$ cat src/inc/sxr_map.svh
// register offsets, field positions and reset values of the transceiver control block
`ifndef SXR_MAP_SVH
`define SXR_MAP_SVH

`define SXR_ADDR_W          12
`define SXR_CTRL_OFS        12'h000
`define SXR_STAT_OFS        12'h004

`define SXR_CTRL_START_BIT  0
`define SXR_CTRL_MODE_LSB   1
`define SXR_CTRL_MODE_MSB   2
`define SXR_CTRL_LTR_BIT    3
`define SXR_CTRL_LTD_BIT    4
`define SXR_CTRL_RST        5'h00

`define SXR_STAT_REQ_BIT    0
`define SXR_STAT_DONE_BIT   1
`define SXR_STAT_RDY_BIT    2
`define SXR_STAT_LCK_BIT    3
`define SXR_STAT_LCKA_BIT   4
`define SXR_STAT_ALT_BIT    5
`define SXR_STAT_FSM_LSB    6
`define SXR_STAT_FSM_MSB    7
`define SXR_STAT_CMPL_BIT   8

`define SXR_RCFG_IN_W       70
`define SXR_RCFG_OUT_W      46
`define SXR_SYNC_W          6

`endif

$ cat src/inc/sxr_pkg.sv
// types shared by the transceiver control block
`default_nettype none
package sxr_pkg;
    typedef enum logic [1:0] {
        SXR_IDLE = 2'h0,
        SXR_REQ  = 2'h1,
        SXR_BUSY = 2'h3,
        SXR_HOLD = 2'h2
    } sxr_fsm_e;

    typedef enum logic [1:0] {
        SXR_RATE_SINGLE = 2'h0,
        SXR_RATE_DUAL   = 2'h1,
        SXR_RATE_TRIPLE = 2'h2,
        SXR_RATE_MULTI  = 2'h3
    } sxr_rate_e;
endpackage
`default_nettype wire

$ cat src/hw/sxr_sync.sv
// two-flop synchroniser for a bundle of asynchronous levels
`default_nettype none
module sxr_sync #(
    parameter int WIDTH = 1
) (
    input  wire logic             mclk,
    input  wire logic             reset,
    input  wire logic [WIDTH-1:0] async_in,
    output logic      [WIDTH-1:0] sync_out
);
    typedef struct packed {
        logic [WIDTH-1:0] meta;
        logic [WIDTH-1:0] stable;
    } sxr_sync_s;

    sxr_sync_s st_r;
    sxr_sync_s st_nxt;

    always_comb begin
        st_nxt        = st_r;
        st_nxt.meta   = async_in;
        st_nxt.stable = st_r.meta;
    end

    always_ff @(posedge mclk) begin
        if (reset) begin
            st_r <= '0;
        end else begin
            st_r <= st_nxt;
        end
    end

    assign sync_out = st_r.stable;
endmodule
`default_nettype wire

$ cat src/hw/sxr_ctrl.sv
// transceiver-facing control: refclk select, pll lock, reconfig buses and rx handshake
//
// The APB slave port and the address map were decided locally.
`include "sxr_map.svh"
`default_nettype none
// Functional notes
// - select 0 uses primary reference clock, 1 the alternate; only with dynamic switching
// - one pll lock output, plus separate alternate lock when dynamic switching enabled
// - reconfig bus into transceiver is 70 bits per reconfiguration interface
// - reconfig bus from transceiver is 46 bits per reconfiguration interface
// - second-link serial and reconfig buses exist only in dual-link operation
// - in dual/triple/multi-rate receive, hold reconfig request until completion reported
// - earlier generation completes on done high, later generation on done low
// - later generation: lock-to-reference output forces manual cdr reference lock
// - later generation: lock-to-data output drives transceiver lock-to-data control
module sxr_ctrl
    import sxr_pkg::*;
#(
    parameter bit DYN_SWITCH = 1'b0,
    parameter bit DUAL_LINK  = 1'b0,
    parameter bit RX_ONLY    = 1'b0,
    parameter bit LATER_GEN  = 1'b0,
    parameter int N_IF       = RX_ONLY ? 1 : 2
) (
    input  wire logic                            mclk,
    input  wire logic                            reset,
    input  wire logic                            psel,
    input  wire logic                            penable,
    input  wire logic                            pwrite,
    input  wire logic [`SXR_ADDR_W-1:0]          paddr,
    input  wire logic [31:0]                     pwdata,
    output logic      [31:0]                     prdata,
    output logic                                 pready,
    output logic                                 pslverr,
    input  wire logic                            refclk_sel_pin,
    output logic                                 refclk_use_alt,
    input  wire logic                            pll_locked_raw,
    input  wire logic                            pll_alt_locked_raw,
    output logic                                 tx_pll_locked,
    output logic                                 tx_pll_locked_alt,
    input  wire logic [`SXR_RCFG_IN_W*N_IF-1:0]  mgr_reconfig_in,
    input  wire logic [`SXR_RCFG_IN_W*N_IF-1:0]  mgr_reconfig_in_second,
    output logic      [`SXR_RCFG_IN_W*N_IF-1:0]  phy_reconfig_in_bus,
    output logic      [`SXR_RCFG_IN_W*N_IF-1:0]  phy_reconfig_in_bus_second,
    input  wire logic [`SXR_RCFG_OUT_W*N_IF-1:0] phy_reconfig_out,
    input  wire logic [`SXR_RCFG_OUT_W*N_IF-1:0] phy_reconfig_out_second,
    output logic      [`SXR_RCFG_OUT_W*N_IF-1:0] mgr_reconfig_out,
    output logic      [`SXR_RCFG_OUT_W*N_IF-1:0] mgr_reconfig_out_second,
    input  wire logic                            core_tx_serial,
    input  wire logic                            core_tx_serial_second,
    output logic                                 sdi_tx_serial,
    output logic                                 sdi_tx_serial_second,
    input  wire logic                            sdi_rx_serial,
    input  wire logic                            sdi_rx_serial_second,
    output logic                                 core_rx_serial,
    output logic                                 core_rx_serial_second,
    input  wire logic                            rate_change,
    input  wire logic                            rx_reconfig_done,
    input  wire logic                            rx_phy_ready,
    output logic                                 rx_start_reconfig,
    output logic                                 rx_lock_to_ref,
    output logic                                 rx_lock_to_data
);
    localparam int IN_W  = `SXR_RCFG_IN_W * N_IF;
    localparam int OUT_W = `SXR_RCFG_OUT_W * N_IF;

    typedef struct packed {
        logic [31:0]      rdata;
        logic             start_pend;
        sxr_rate_e        mode;
        logic             ltr_sw;
        logic             ltd_sw;
        sxr_fsm_e         fsm;
        logic             req;
        logic             cmpl;
        logic             use_alt;
        logic             lck;
        logic             lck_alt;
        logic             ltr;
        logic             ltd;
        logic [IN_W-1:0]  rin_a;
        logic [IN_W-1:0]  rin_b;
        logic [OUT_W-1:0] rout_a;
        logic [OUT_W-1:0] rout_b;
        logic             txs_a;
        logic             txs_b;
        logic             rxs_a;
        logic             rxs_b;
    } sxr_ctrl_s;

    sxr_ctrl_s st_r;
    sxr_ctrl_s st_nxt;

    logic [`SXR_SYNC_W-1:0] async_bundle;
    logic [`SXR_SYNC_W-1:0] sync_bundle;
    logic                   sel_s;
    logic                   lck_s;
    logic                   lcka_s;
    logic                   done_s;
    logic                   rdy_s;
    logic                   rxa_s;
    logic                   rxb_s;
    logic                   acc;
    logic                   setup;
    logic                   wr;
    logic                   hit;

    // every pin-side level except the second-link receive serial crosses through the same two-flop stage
    assign async_bundle = {sdi_rx_serial, rx_phy_ready, rx_reconfig_done,
                           pll_alt_locked_raw, pll_locked_raw, refclk_sel_pin};

    sxr_sync #(
        .WIDTH    (`SXR_SYNC_W)
    ) u_sync (
        .mclk     (mclk),
        .reset    (reset),
        .async_in (async_bundle),
        .sync_out (sync_bundle)
    );

    // second-link receive serial has its own stage; unused when single link
    sxr_sync #(
        .WIDTH    (1)
    ) u_sync_b (
        .mclk     (mclk),
        .reset    (reset),
        .async_in (sdi_rx_serial_second),
        .sync_out (rxb_s)
    );

    assign {rxa_s, rdy_s, done_s, lcka_s, lck_s, sel_s} = sync_bundle;

    function automatic logic addr_is(input logic [`SXR_ADDR_W-1:0] a,
                                     input logic [`SXR_ADDR_W-1:0] ofs);
        addr_is = (a == ofs);
    endfunction

    assign setup = psel & ~penable;
    assign acc   = psel & penable;
    assign wr    = acc & pwrite;
    assign hit   = addr_is(paddr, `SXR_CTRL_OFS) | addr_is(paddr, `SXR_STAT_OFS);

    always_comb begin
        logic rate_multi;
        logic fin;
        logic start_ok;
        logic cmpl_set;
        logic [31:0] stat;
        rate_multi = 1'b0;
        fin        = 1'b0;
        start_ok   = 1'b0;
        cmpl_set   = 1'b0;
        stat       = 32'h0;
        st_nxt     = st_r;

        // control register write
        if (wr && addr_is(paddr, `SXR_CTRL_OFS)) begin
            st_nxt.mode   = sxr_rate_e'(pwdata[`SXR_CTRL_MODE_MSB:`SXR_CTRL_MODE_LSB]);
            st_nxt.ltr_sw = pwdata[`SXR_CTRL_LTR_BIT];
            st_nxt.ltd_sw = pwdata[`SXR_CTRL_LTD_BIT];
        end

        rate_multi = (st_r.mode != SXR_RATE_SINGLE);
        // later parts must not start before the receive phy is out of reset
        start_ok   = rate_multi && (!LATER_GEN || rdy_s);

        if (rate_change || (wr && addr_is(paddr, `SXR_CTRL_OFS)
                            && pwdata[`SXR_CTRL_START_BIT])) begin
            st_nxt.start_pend = rate_multi;
        end

        unique case (st_r.fsm)
            SXR_IDLE: begin
                if (st_r.start_pend && start_ok) begin
                    st_nxt.fsm        = SXR_REQ;
                    st_nxt.req        = 1'b1;
                    if (!rate_change) begin
                        st_nxt.start_pend = 1'b0;
                    end
                end
            end
            SXR_REQ: begin
                // earlier parts finish on done rising, later parts acknowledge by raising it
                if (done_s) begin
                    if (LATER_GEN) begin
                        st_nxt.fsm = SXR_BUSY;
                    end else begin
                        st_nxt.fsm = SXR_HOLD;
                        fin        = 1'b1;
                    end
                end
            end
            SXR_BUSY: begin
                if (!done_s) begin
                    st_nxt.fsm = SXR_IDLE;
                    fin        = 1'b1;
                end
            end
            SXR_HOLD: begin
                // wait for the status to drop so one completion is not seen twice
                if (!done_s) begin
                    st_nxt.fsm = SXR_IDLE;
                end
            end
        endcase
        if (fin) begin
            st_nxt.req = 1'b0;
            cmpl_set   = 1'b1;
        end

        // completion flag: write one to clear, a new completion wins
        if (wr && addr_is(paddr, `SXR_STAT_OFS) && pwdata[`SXR_STAT_CMPL_BIT]) begin
            st_nxt.cmpl = 1'b0;
        end
        if (cmpl_set) begin
            st_nxt.cmpl = 1'b1;
        end

        st_nxt.use_alt = DYN_SWITCH & sel_s;
        st_nxt.lck     = lck_s;
        st_nxt.lck_alt = DYN_SWITCH & lcka_s;
        st_nxt.ltr     = LATER_GEN & st_r.ltr_sw;
        st_nxt.ltd     = LATER_GEN & st_r.ltd_sw & rdy_s;

        st_nxt.rin_a   = mgr_reconfig_in;
        st_nxt.rout_a  = phy_reconfig_out;
        st_nxt.rin_b   = DUAL_LINK ? mgr_reconfig_in_second : '0;
        st_nxt.rout_b  = DUAL_LINK ? phy_reconfig_out_second : '0;
        st_nxt.txs_a   = core_tx_serial;
        st_nxt.txs_b   = DUAL_LINK & core_tx_serial_second;
        st_nxt.rxs_a   = rxa_s;
        st_nxt.rxs_b   = DUAL_LINK & rxb_s;

        stat[`SXR_STAT_REQ_BIT]                     = st_r.req;
        stat[`SXR_STAT_DONE_BIT]                    = done_s;
        stat[`SXR_STAT_RDY_BIT]                     = rdy_s;
        stat[`SXR_STAT_LCK_BIT]                     = st_r.lck;
        stat[`SXR_STAT_LCKA_BIT]                    = st_r.lck_alt;
        stat[`SXR_STAT_ALT_BIT]                     = st_r.use_alt;
        stat[`SXR_STAT_FSM_MSB:`SXR_STAT_FSM_LSB]   = st_r.fsm;
        stat[`SXR_STAT_CMPL_BIT]                    = st_r.cmpl;

        // read data is captured in the setup cycle so prdata leaves a flop
        if (setup) begin
            if (addr_is(paddr, `SXR_CTRL_OFS)) begin
                st_nxt.rdata = {27'h0, st_r.ltd_sw, st_r.ltr_sw, st_r.mode, 1'b0};
            end else if (addr_is(paddr, `SXR_STAT_OFS)) begin
                st_nxt.rdata = stat;
            end else begin
                st_nxt.rdata = 32'h0;
            end
        end
    end

    always_ff @(posedge mclk) begin
        if (reset) begin
            st_r      <= '0;
            st_r.mode <= sxr_rate_e'(2'(`SXR_CTRL_RST >> `SXR_CTRL_MODE_LSB));
            st_r.fsm  <= SXR_IDLE;
        end else begin
            st_r <= st_nxt;
        end
    end

    assign pready                     = 1'b1;
    assign pslverr                    = acc & ~hit;
    assign prdata                     = st_r.rdata;
    assign refclk_use_alt             = st_r.use_alt;
    assign tx_pll_locked              = st_r.lck;
    assign tx_pll_locked_alt          = st_r.lck_alt;
    assign rx_start_reconfig          = st_r.req;
    assign rx_lock_to_ref             = st_r.ltr;
    assign rx_lock_to_data            = st_r.ltd;
    assign phy_reconfig_in_bus        = st_r.rin_a;
    assign phy_reconfig_in_bus_second = st_r.rin_b;
    assign mgr_reconfig_out           = st_r.rout_a;
    assign mgr_reconfig_out_second    = st_r.rout_b;
    assign sdi_tx_serial              = st_r.txs_a;
    assign sdi_tx_serial_second       = st_r.txs_b;
    assign core_rx_serial             = st_r.rxs_a;
    assign core_rx_serial_second      = st_r.rxs_b;
endmodule
`default_nettype wire

$ cat config.mk
export PLATFORM = sky130hd
export DESIGN_NAME = sxr_ctrl
export DESIGN_NICKNAME = d
export VERILOG_FILES = /design/src/inc/sxr_pkg.sv /design/src/hw/sxr_sync.sv /design/src/hw/sxr_ctrl.sv
export VERILOG_INCLUDE_DIRS = /design/src /design/src/inc
export SDC_FILE = /design/constraint.sdc
export NUM_CORES = 1
export LEC_CHECK = 0
export CELL_PAD_IN_SITES_DETAIL_PLACEMENT = 1
export CELL_PAD_IN_SITES_GLOBAL_PLACEMENT = 2
export CORE_AREA = 2 2 404 406
export CTS_BUF_LIST = sky130_fd_sc_hd__clkbuf_16
export DETAILED_ROUTE_END_ITERATION = 8
export DIE_AREA = 0 0 406 408
export DONT_BUFFER_PORTS = 1
export MAX_ROUTING_LAYER = met4
export PLACE_DENSITY_LB_ADDON = 0.2
export SYNTH_ARGS = -nofsm -noshare
export SYNTH_HDL_FRONTEND = slang
export SYNTH_SLANG_ARGS = --single-unit
$ cat constraint.sdc
create_clock -name mclk -period 3.6 [get_ports mclk]
set_input_delay 0.72 -clock mclk [delete_from_list [all_inputs] [get_ports mclk]]
set_output_delay 0.72 -clock mclk [all_outputs]
set_load 0.05 [all_outputs]
== Yosys cells after proc, flatten, opt, wreduce, memory -nomap -nowiden ==
Cells that the tools add are included.

* Output and inout bits: 508
* Flip-flop bits (word level): 526
* Input port bits: 523

* Bitwise logic cells: 7
* Multiplexer cells: 16
* Reduce and logical (&&, ||, !) cells: 14
* Equal/unequal tests: 7

{| class="wikitable"
|+ Operator list
! operator !! number
|-
| 9-bit 2-to-1 mux || 2
|-
| 12-bit by 3-bit equality test with 1-bit output (second input constant) || 1
|-
| 12-bit zero test || 1
|-
| 1-bit 2-to-1 mux || 9
|-
| 2-bit one-hot mux with 3 select lines || 1
|-
| 1-bit logical AND || 5
|-
| 1-bit bitwise AND || 4
|-
| 2-bit equality test (second input constant) || 2
|-
| 2-bit 2-to-1 mux || 2
|-
| 2-bit inequality test (second input constant) || 2
|-
| 2-bit nonzero test || 2
|-
| 2-bit OR reduction || 2
|-
| 3-bit 2-to-1 mux || 1
|-
| 3-bit AND reduction || 1
|-
| 2-bit by 1-bit equality test with 1-bit output (second input constant) || 1
|-
| 2-bit zero test || 1
|-
| 2-bit by 1-bit inequality test with 1-bit output (second input constant) || 1
|-
| 1-bit inverter || 2
|-
| 1-bit one-hot mux with 2 select lines || 1
|-
| 2-bit AND reduction || 1
|-
| 1-bit logical OR || 1
|-
| 1-bit OR || 1
|}

== Logic depth before layout (Yosys ltp) ==
Gate-level depths: netlist (run 1).

* Word-level depth: 9
* Depth in mapped cells: 5

== Cells and area by module ==
Synthesis (run 1) repeated with hierarchy kept, for this count alone.

* Cell total of the unflattened synthesis: 1121
* Area total of the unflattened synthesis: 11244.5 um^2

{| class="wikitable"
|+ By module, submodules not included
! module !! sequential area each (um^2) !! cells an instance !! times used !! area an instance (um^2)
|-
| sxr_ctrl || 5044.8 || 1096 || 1 || 10877.9
|-
| sxr_sync || 240.2 || 25 || 1 || 366.6
|}

== Worst setup path after synthesis (run 1) ==
Ideal clock, no wire load.

* Path kind: input -> output
* From: in paddr[5]
* To: out pslverr
* Slack: 984 ps
* Stages on the path: 3
* Arrival: 1896 ps
* Cell sequence: or4_4 -> nor3_4 -> nor2_1

* Word-level cells in the longest chain between the ends: 4
* Elaborated cells between the ends (all ways): 5

{| class="wikitable"
|+ RTL lines
! item !! RTL line !! RTL
|-
| start: declaration || sxr_ctrl.sv:30 || <nowiki>input wire logic [`SXR_ADDR_W-1:0] paddr,</nowiki>
|-
| 12-bit by 3-bit equality test with 1-bit output / 12-bit zero test (equally long branches) || sxr_ctrl.sv:135 || <nowiki>addr_is = (a == ofs);</nowiki>
|-
| 1-bit OR * || sxr_ctrl.sv:141 || <nowiki>assign hit = addr_is(paddr, `SXR_CTRL_OFS) | addr_is(paddr, `SXR_STAT_OFS);</nowiki>
|-
| 1-bit inverter * || sxr_ctrl.sv:266 || <nowiki>assign pslverr = acc & ~hit;</nowiki>
|-
| 1-bit bitwise AND * || sxr_ctrl.sv:266 ||
|-
| end: declaration || sxr_ctrl.sv:34 || <nowiki>output logic pslverr,</nowiki>
|}

Every way passes the cells marked *; elsewhere a longest branch is shown, timed or not.

== Worst setup path after layout (run 1) ==
Ends and elaborated chain as after synthesis.

==> impl_metrics.csv, run 1 <==
group,metric,value,unit
run_status,status,"finished clean",
power_and_ir_drop,p_int,0.00502,W
cts,hold_buffers,0,
cts,cts_setup_buffers,0,
power_and_ir_drop,pwr-share-clk,0.435,
sta,relSlewSlack,0.336,
routing,drt-total-wl,31600,µm
cts,cts_made_buffers,35,
synth,syn_area_per_cell,9.99,µm²
critical_path,arrival,2.01,ns
cts,cts_tree,"done",
cts,cts_sinks,260,
sta,slew_violations,0,
grt,grt_pass1_vias,5164,
placed_design,numPortBuffers,0,
cts,cts_buffer_depth,3,
sta,finalCritPeriodShare,0.760,
final_layout,multi_input_area,0.00295,mm²
synth,yosysSeqAreaShare,0.470,
routing,first_pass_iters,4,
routing,routedWlPerCell,10.3,µm
power_and_ir_drop,seqPwrFrac,0.469,
routing,postRouteAntennaNets,0,
sta,finalSetupViolCount,0,
routing,drc_errors,0,
synth,async_flop_share,0,
placed_design,dp_hpwl,24500,µm
sta,setup_tns,0,ns
power_and_ir_drop,swShare,0.346,
synth,synth.area.top_cells,"dfxtp_1 47%, buf_4 34%, nor2b_1 14%",
synth,synth_edf_count,0,
critical_path,path_class,"input pin to primary output",
routing,vias,5018,
cts,worstSkewPairLatency,0.58,ns
routing,vias_per_cell,1.63,
floorplanning,io_pins,1031,
synth,synth_flop_cell,"dfxtp_1",
grt,grt_pass1_wl,39800,µm
sta,max_freq,0.366,GHz
cts,cts_max_level,2,
synth,ys_warn_count,0,
critical_path,critPathRequiredTime,2.88,ns
grt,grt_overflow_total,0,
floorplanning,core,0.162,mm²
power_and_ir_drop,powerDensity,641,mW/mm²
final_layout,area.growth.synth_to_final,8.16,%
synth,yosys_register_bits,260,
power_and_ir_drop,peakVddDrop,0.387,mV
critical_path,cp_max_fo,3,
floorplanning,die_w,406,µm
run,cap_violations,0,
placed_design,gp_congestion,0.674,
power_and_ir_drop,cellLeakagePower,4.23,nW
routing,route.met2.wl,15500,µm
floorplanning,row_count,148,
grt,grt.total_usage,0.0362,
routing,wl_met3,4920,µm
cts,path_clk_slew,0.05,ns
power_and_ir_drop,switching_power,0.00265,W
synth,synth.distinct_cells,30,
final_layout,register_area,0.00520,mm²
sta,fin_crit,2.73,ns
worst_hold_path,worstHoldPathType,"input pin to flip-flop",
routing,top_layer_used,"met4",
routing,drt_iter0_drc,76,
floorplanning,initial_core_util,0.0685,
sta,hold_ws,0.225,ns
synth,synthCells,1108,
synth,synth_common_cells,"503 x buf_4, 260 x dfxtp_1, 244 x nor2b_1",
synth,synth_top_area_cell,"dfxtp_1",
final_layout,nets,1396,
sta,hold_violations,0,
critical_path,cp-start-kind,"input pin",
final_layout,layout-drive-gt1-share,0.0682,
sta,rsz0062_at_grt,"false",
cts,cts-root-buf,"clkbuf_16",
synth,syn-cell-area,0.0111,mm²
routing,met1Wirelength,9840,µm
sta,tightest_slew,0.992,ns
cts,cts_resized,0,
power_and_ir_drop,combPwrFrac,0.095,
grt,grt_max_degree,263,
synth,yosys.area.top_type_share,0.470,
final_layout,fillers,19217,
sta,finClkSkew,0.0114,ns
grt,antenna_found_initial,22,
critical_path,setup.worst_path.end_class,"primary output",
synth,synth.most_common_cell,"buf_4",
floorplanning,die-area,0.166,mm²
floorplanning,die_height,408,µm
[area by class of cell]
class                           count  area share
Antenna cell                        5     0.00104
Clock inverter                     23      0.0163
Timing Repair Buffer                2     0.00125
Multi-Input combinational cell    572       0.246
Inverter                            2    0.000627
Tap cell                         2175       0.227
Clock buffer                       35      0.0731
Sequential cell                   260       0.435
[metrics by stage]
stage	total power, W	setup slack (ns)	instance area (µm²)	instances	utilization
after floorplan	0.00476	0.984	12100	1369	-
after CTS	0.00795	0.785	12000	3069	0.0740
final	0.00767	0.866	12000	3074	0.0741
after global placement	0.00440	0.800	10900	3011	0.0674
after detailed placement	0.00440	0.788	10900	3011	0.0674
after global routing	0.00807	0.778	12000	3074	0.0741
[routing by layer]
metal	vias to the layer above	global-route usage
li1	2146	-
met1	2247	0.0304
met2	556	0.0628
met3	69	0.0221
met4	0	0.0173
met5	-	-
[sequential cells by signal, indices dropped and copies added (netlist names)]
register and cells:
tx_pll_locked 1, sdi_tx_serial 1, st_r 8, u_sync.sync_out 4, core_rx_serial 1, phy_reconfig_in_bus 140
prdata 8, u_sync.st_nxt 4, mgr_reconfig_out 92, rx_start_reconfig 1
[kinds of logic (layout without fill, tap and decap cells)]
group | count (synthesis) | after routing | share of synthesized area
DFF | 260 | 260 | 0.470
buffers and inverters | 537 | 62 | 0.353
xor gates and xnor gates | 1 | 1 | 0.000791
and+or+nand+nor | 289 | 289 | 0.163
other | 2 | 268 | 0.000678
muxes | 7 | 7 | 0.00667
AOI/OAI and AO/OA | 12 | 12 | 0.00633
[critical path: stages]
cell	delay (ns)
or4_4	0.58
nor3_4	0.38
nor2_1	0.33
[final timing paths]
| kind | slack [ns] | cells past startpoint | from | to |
|---|---|---|---|---|
| setup / recovery | 0.87 | 3 | paddr[5] | pslverr |
| hold / removal | 0.23 | 1 | reset | mgr_reconfig_out[1] |
| setup reg to reg | 2.31 | 3 | tx_pll_locked | prdata[3] |
| hold reg to reg | 0.44 | 1 | u_sync.sync_out[5] | core_rx_serial |
[power by group through the flow]
stage | clock network, W | logic, W | registers [W]
6_report | 0.00334 | 0.000732 | 0.00360
5_1_grt | 0.00369 | 0.000759 | 0.00362
4_1_cts | 0.00361 | 0.000727 | 0.00361
3_5_place_dp | 0 | 0.000728 | 0.00367
3_3_place_gp | 0 | 0.000722 | 0.00368
2_1_floorplan | 0 | 0.00165 | 0.00312
[placed cells by master, fill, tap and decap left out, types with 2 or more instances in the layout]
master,n
bufinv_16,2
clkinv_2,5
nor2_2,4
nand2_1,11
clkinv_8,2
mux2_2,3
nor3_1,2
nor3b_1,2
or4_4,2
nand3_1,3
inv_1,7
mux2i_1,4
clkinv_1,6
clkbuf_16,35
nor2_1,7
buf_4,2
dfxtp_1,260
conb_1,263
nor2b_1,244
nand4_1,4
diode_2,5
nand4b_1,2
a21oi_1,10
(Power assumes the default switching activity.)
==> run 2: changes to the inputs <==
--- a/config.mk
+++ b/config.mk
@@ -8,10 +8,10 @@
 export LEC_CHECK = 0
 export CELL_PAD_IN_SITES_DETAIL_PLACEMENT = 1
 export CELL_PAD_IN_SITES_GLOBAL_PLACEMENT = 2
-export CORE_AREA = 2 2 404 406
+export CORE_AREA = 2 2 401 403
 export CTS_BUF_LIST = sky130_fd_sc_hd__clkbuf_16
 export DETAILED_ROUTE_END_ITERATION = 8
-export DIE_AREA = 0 0 406 408
+export DIE_AREA = 0 0 403 405
 export DONT_BUFFER_PORTS = 1
 export MAX_ROUTING_LAYER = met4
 export PLACE_DENSITY_LB_ADDON = 0.2
==> constraint.sdc (replaced) <==
create_clock -name mclk -period 2.3 [get_ports mclk]
set_input_delay 0.46 -clock mclk [delete_from_list [all_inputs] [get_ports mclk]]
set_output_delay 0.46 -clock mclk [all_outputs]
set_load 0.05 [all_outputs]
==> impl_metrics.csv, run 2 (same netlist as run 1, synthesis figures left out) <==
group,metric,value,unit
final_layout,stdcell_count,3221,
placed_design,dp_hpwl,24600,µm
routing,drt_iter0_drc,122,
routing,postRouteAntennaNets,0,
cts,path_clk_slew,0.06,ns
critical_path,cp_max_fo,3,
floorplanning,die_height,405,µm
routing,route.met2.wl,16800,µm
floorplanning,core,0.159,mm²
sta,tightest_slew,0.941,ns
floorplanning,die_w,403,µm
routing,drc_errors,0,
floorplanning,initial_core_util,0.0695,
grt,grt_pass1_vias,5969,
placed_design,numPortBuffers,0,
sta,setup_tns,0,ns
sta,slew_violations,0,
critical_path,critPathRequiredTime,1.84,ns
routing,drt-total-wl,36700,µm
placed_design,dp_slack,0.310,ns
floorplanning,io_pins,1031,
final_layout,largest_reg_flops,140,
power_and_ir_drop,powerDensity,898,mW/mm²
sta,relSlewSlack,0.371,
routing,vias,5875,
cts,cts_max_level,2,
sta,finalSetupViolCount,0,
sta,finClkSkew,0.0101,ns
critical_path,cp-start-kind,"input pin",
placed_design,gp_congestion,0.763,
final_layout,area.growth.synth_to_final,28.6,%
sta,setup_ws,0.336,ns
sta,hold_violations,0,
critical_path,setup.worst_path.end_class,"primary output",
floorplanning,row_count,147,
cts,cts_buffer_depth,3,
sta,rsz0062_at_grt,"false",
final_layout,fillers,18789,
grt,grt_overflow_total,0,
grt,grt.total_usage,0.0428,
worst_hold_path,worstHoldPathType,"input pin to flip-flop",
final_layout,register_area,0.00520,mm²
power_and_ir_drop,cellLeakagePower,5.24,nW
final_layout,final_cell_mix,"263 x conb_1, 260 x dfxtp_1, 244 x nor2b_1",
critical_path,arrival,1.50,ns
routing,wl_met3,5280,µm
final_layout,multi_input_area,0.00295,mm²
final_layout,nets,1621,
placed_design,dp_cells,2925,
worst_hold_path,hold_depth,2,
routing,met1Wirelength,12800,µm
critical_path,r2r_slack,1.02,ns
run_status,status,"finished clean",
critical_path,r2r_cells,3,
cts,cts_resized,0,
grt,antenna_found_initial,18,
final_layout,layout-drive-gt1-share,0.0641,
cts,worstSkewPairLatency,0.56,ns
routing,routedWlPerCell,11.4,µm
cts,cts_tree,"done",
routing,top_layer_used,"met4",
power_and_ir_drop,peakVddDrop,0.403,mV
floorplanning,die-area,0.163,mm²
cts,cts-root-buf,"clkbuf_16",
sta,max_freq,0.509,GHz
critical_path,path_class,"input pin to primary output",
cts,cts_made_buffers,36,
routing,vias_per_cell,1.82,
run,cap_violations,0,
routing,first_pass_iters,6,
grt,grt_pass1_wl,46200,µm
sta,finalCritPeriodShare,0.854,
sta,fin_crit,1.96,ns
cts,cts_sinks,260,
grt,grt_max_degree,137,
final_layout,final_common_cell,"conb_1",
[run 2: cell count changes in the layout (fill, tap and decap cells not counted), moves of 3 or more]
cell / change
inv_1: +3
diode_2: +6
clkinvlp_4: +3
buf_4: +3
dlygate4sd3_1: +218
[run 2: repair_timing]
action,CTS,global route
hold buffers,221,0
buffers inserted,0,0
hold endpoints to repair,240,0
[run 2: worst paths after layout]
check / endpoint / startpoint
max: pslverr / paddr[5]
min: st_r[478] / pwdata[3]
max reg2reg: prdata[3] / tx_pll_locked
min reg2reg: tx_pll_locked / u_sync.sync_out[1]
[run 2: final cells by class]
| cell class | instances | area share |
|---|---|---|
| clock buffers | 37 | 0.0650 |
| diodes | 11 | 0.00193 |
| inverters | 2 | 0.000527 |
| clock inverters | 27 | 0.0167 |
| repair buffers | 226 | 0.161 |
| flip-flops and latches | 260 | 0.365 |
| multi-input cells | 572 | 0.207 |
| well taps | 2086 | 0.183 |
[run 2: through the flow]
stage                 util  cell area, µm²  hold slack (ns)  power (W)
global placement    0.0678           10800            0.425    0.00689
floorplan                -           12100            0.414    0.00746
detailed placement  0.0678           10800            0.429    0.00689
finish              0.0894           14200           0.0650     0.0128
CTS                 0.0893           14200          0.00395     0.0132
global route        0.0894           14200           0.0245     0.0134
[run 2: layer usage]
metal,vias to the layer above,track usage
li1,2614,-
met1,2632,0.0404
met2,569,0.0679
met3,60,0.0251
met4,0,0.0242
met5,-,-
[run 2: power breakdown]
group | total (W) | switching (W) | internal [W]
Sequential | 0.00563 | 0.000898 | 0.00474
Combinational | 0.00153 | 0.00116 | 0.000371
Clock | 0.00563 | 0.00227 | 0.00336
Total | 0.0128 | 0.00433 | 0.00847
[run 2: critical path: stages]
cell	delay (ns)
or4_4	0.57
nor3_4	0.22
nor2_1	0.25
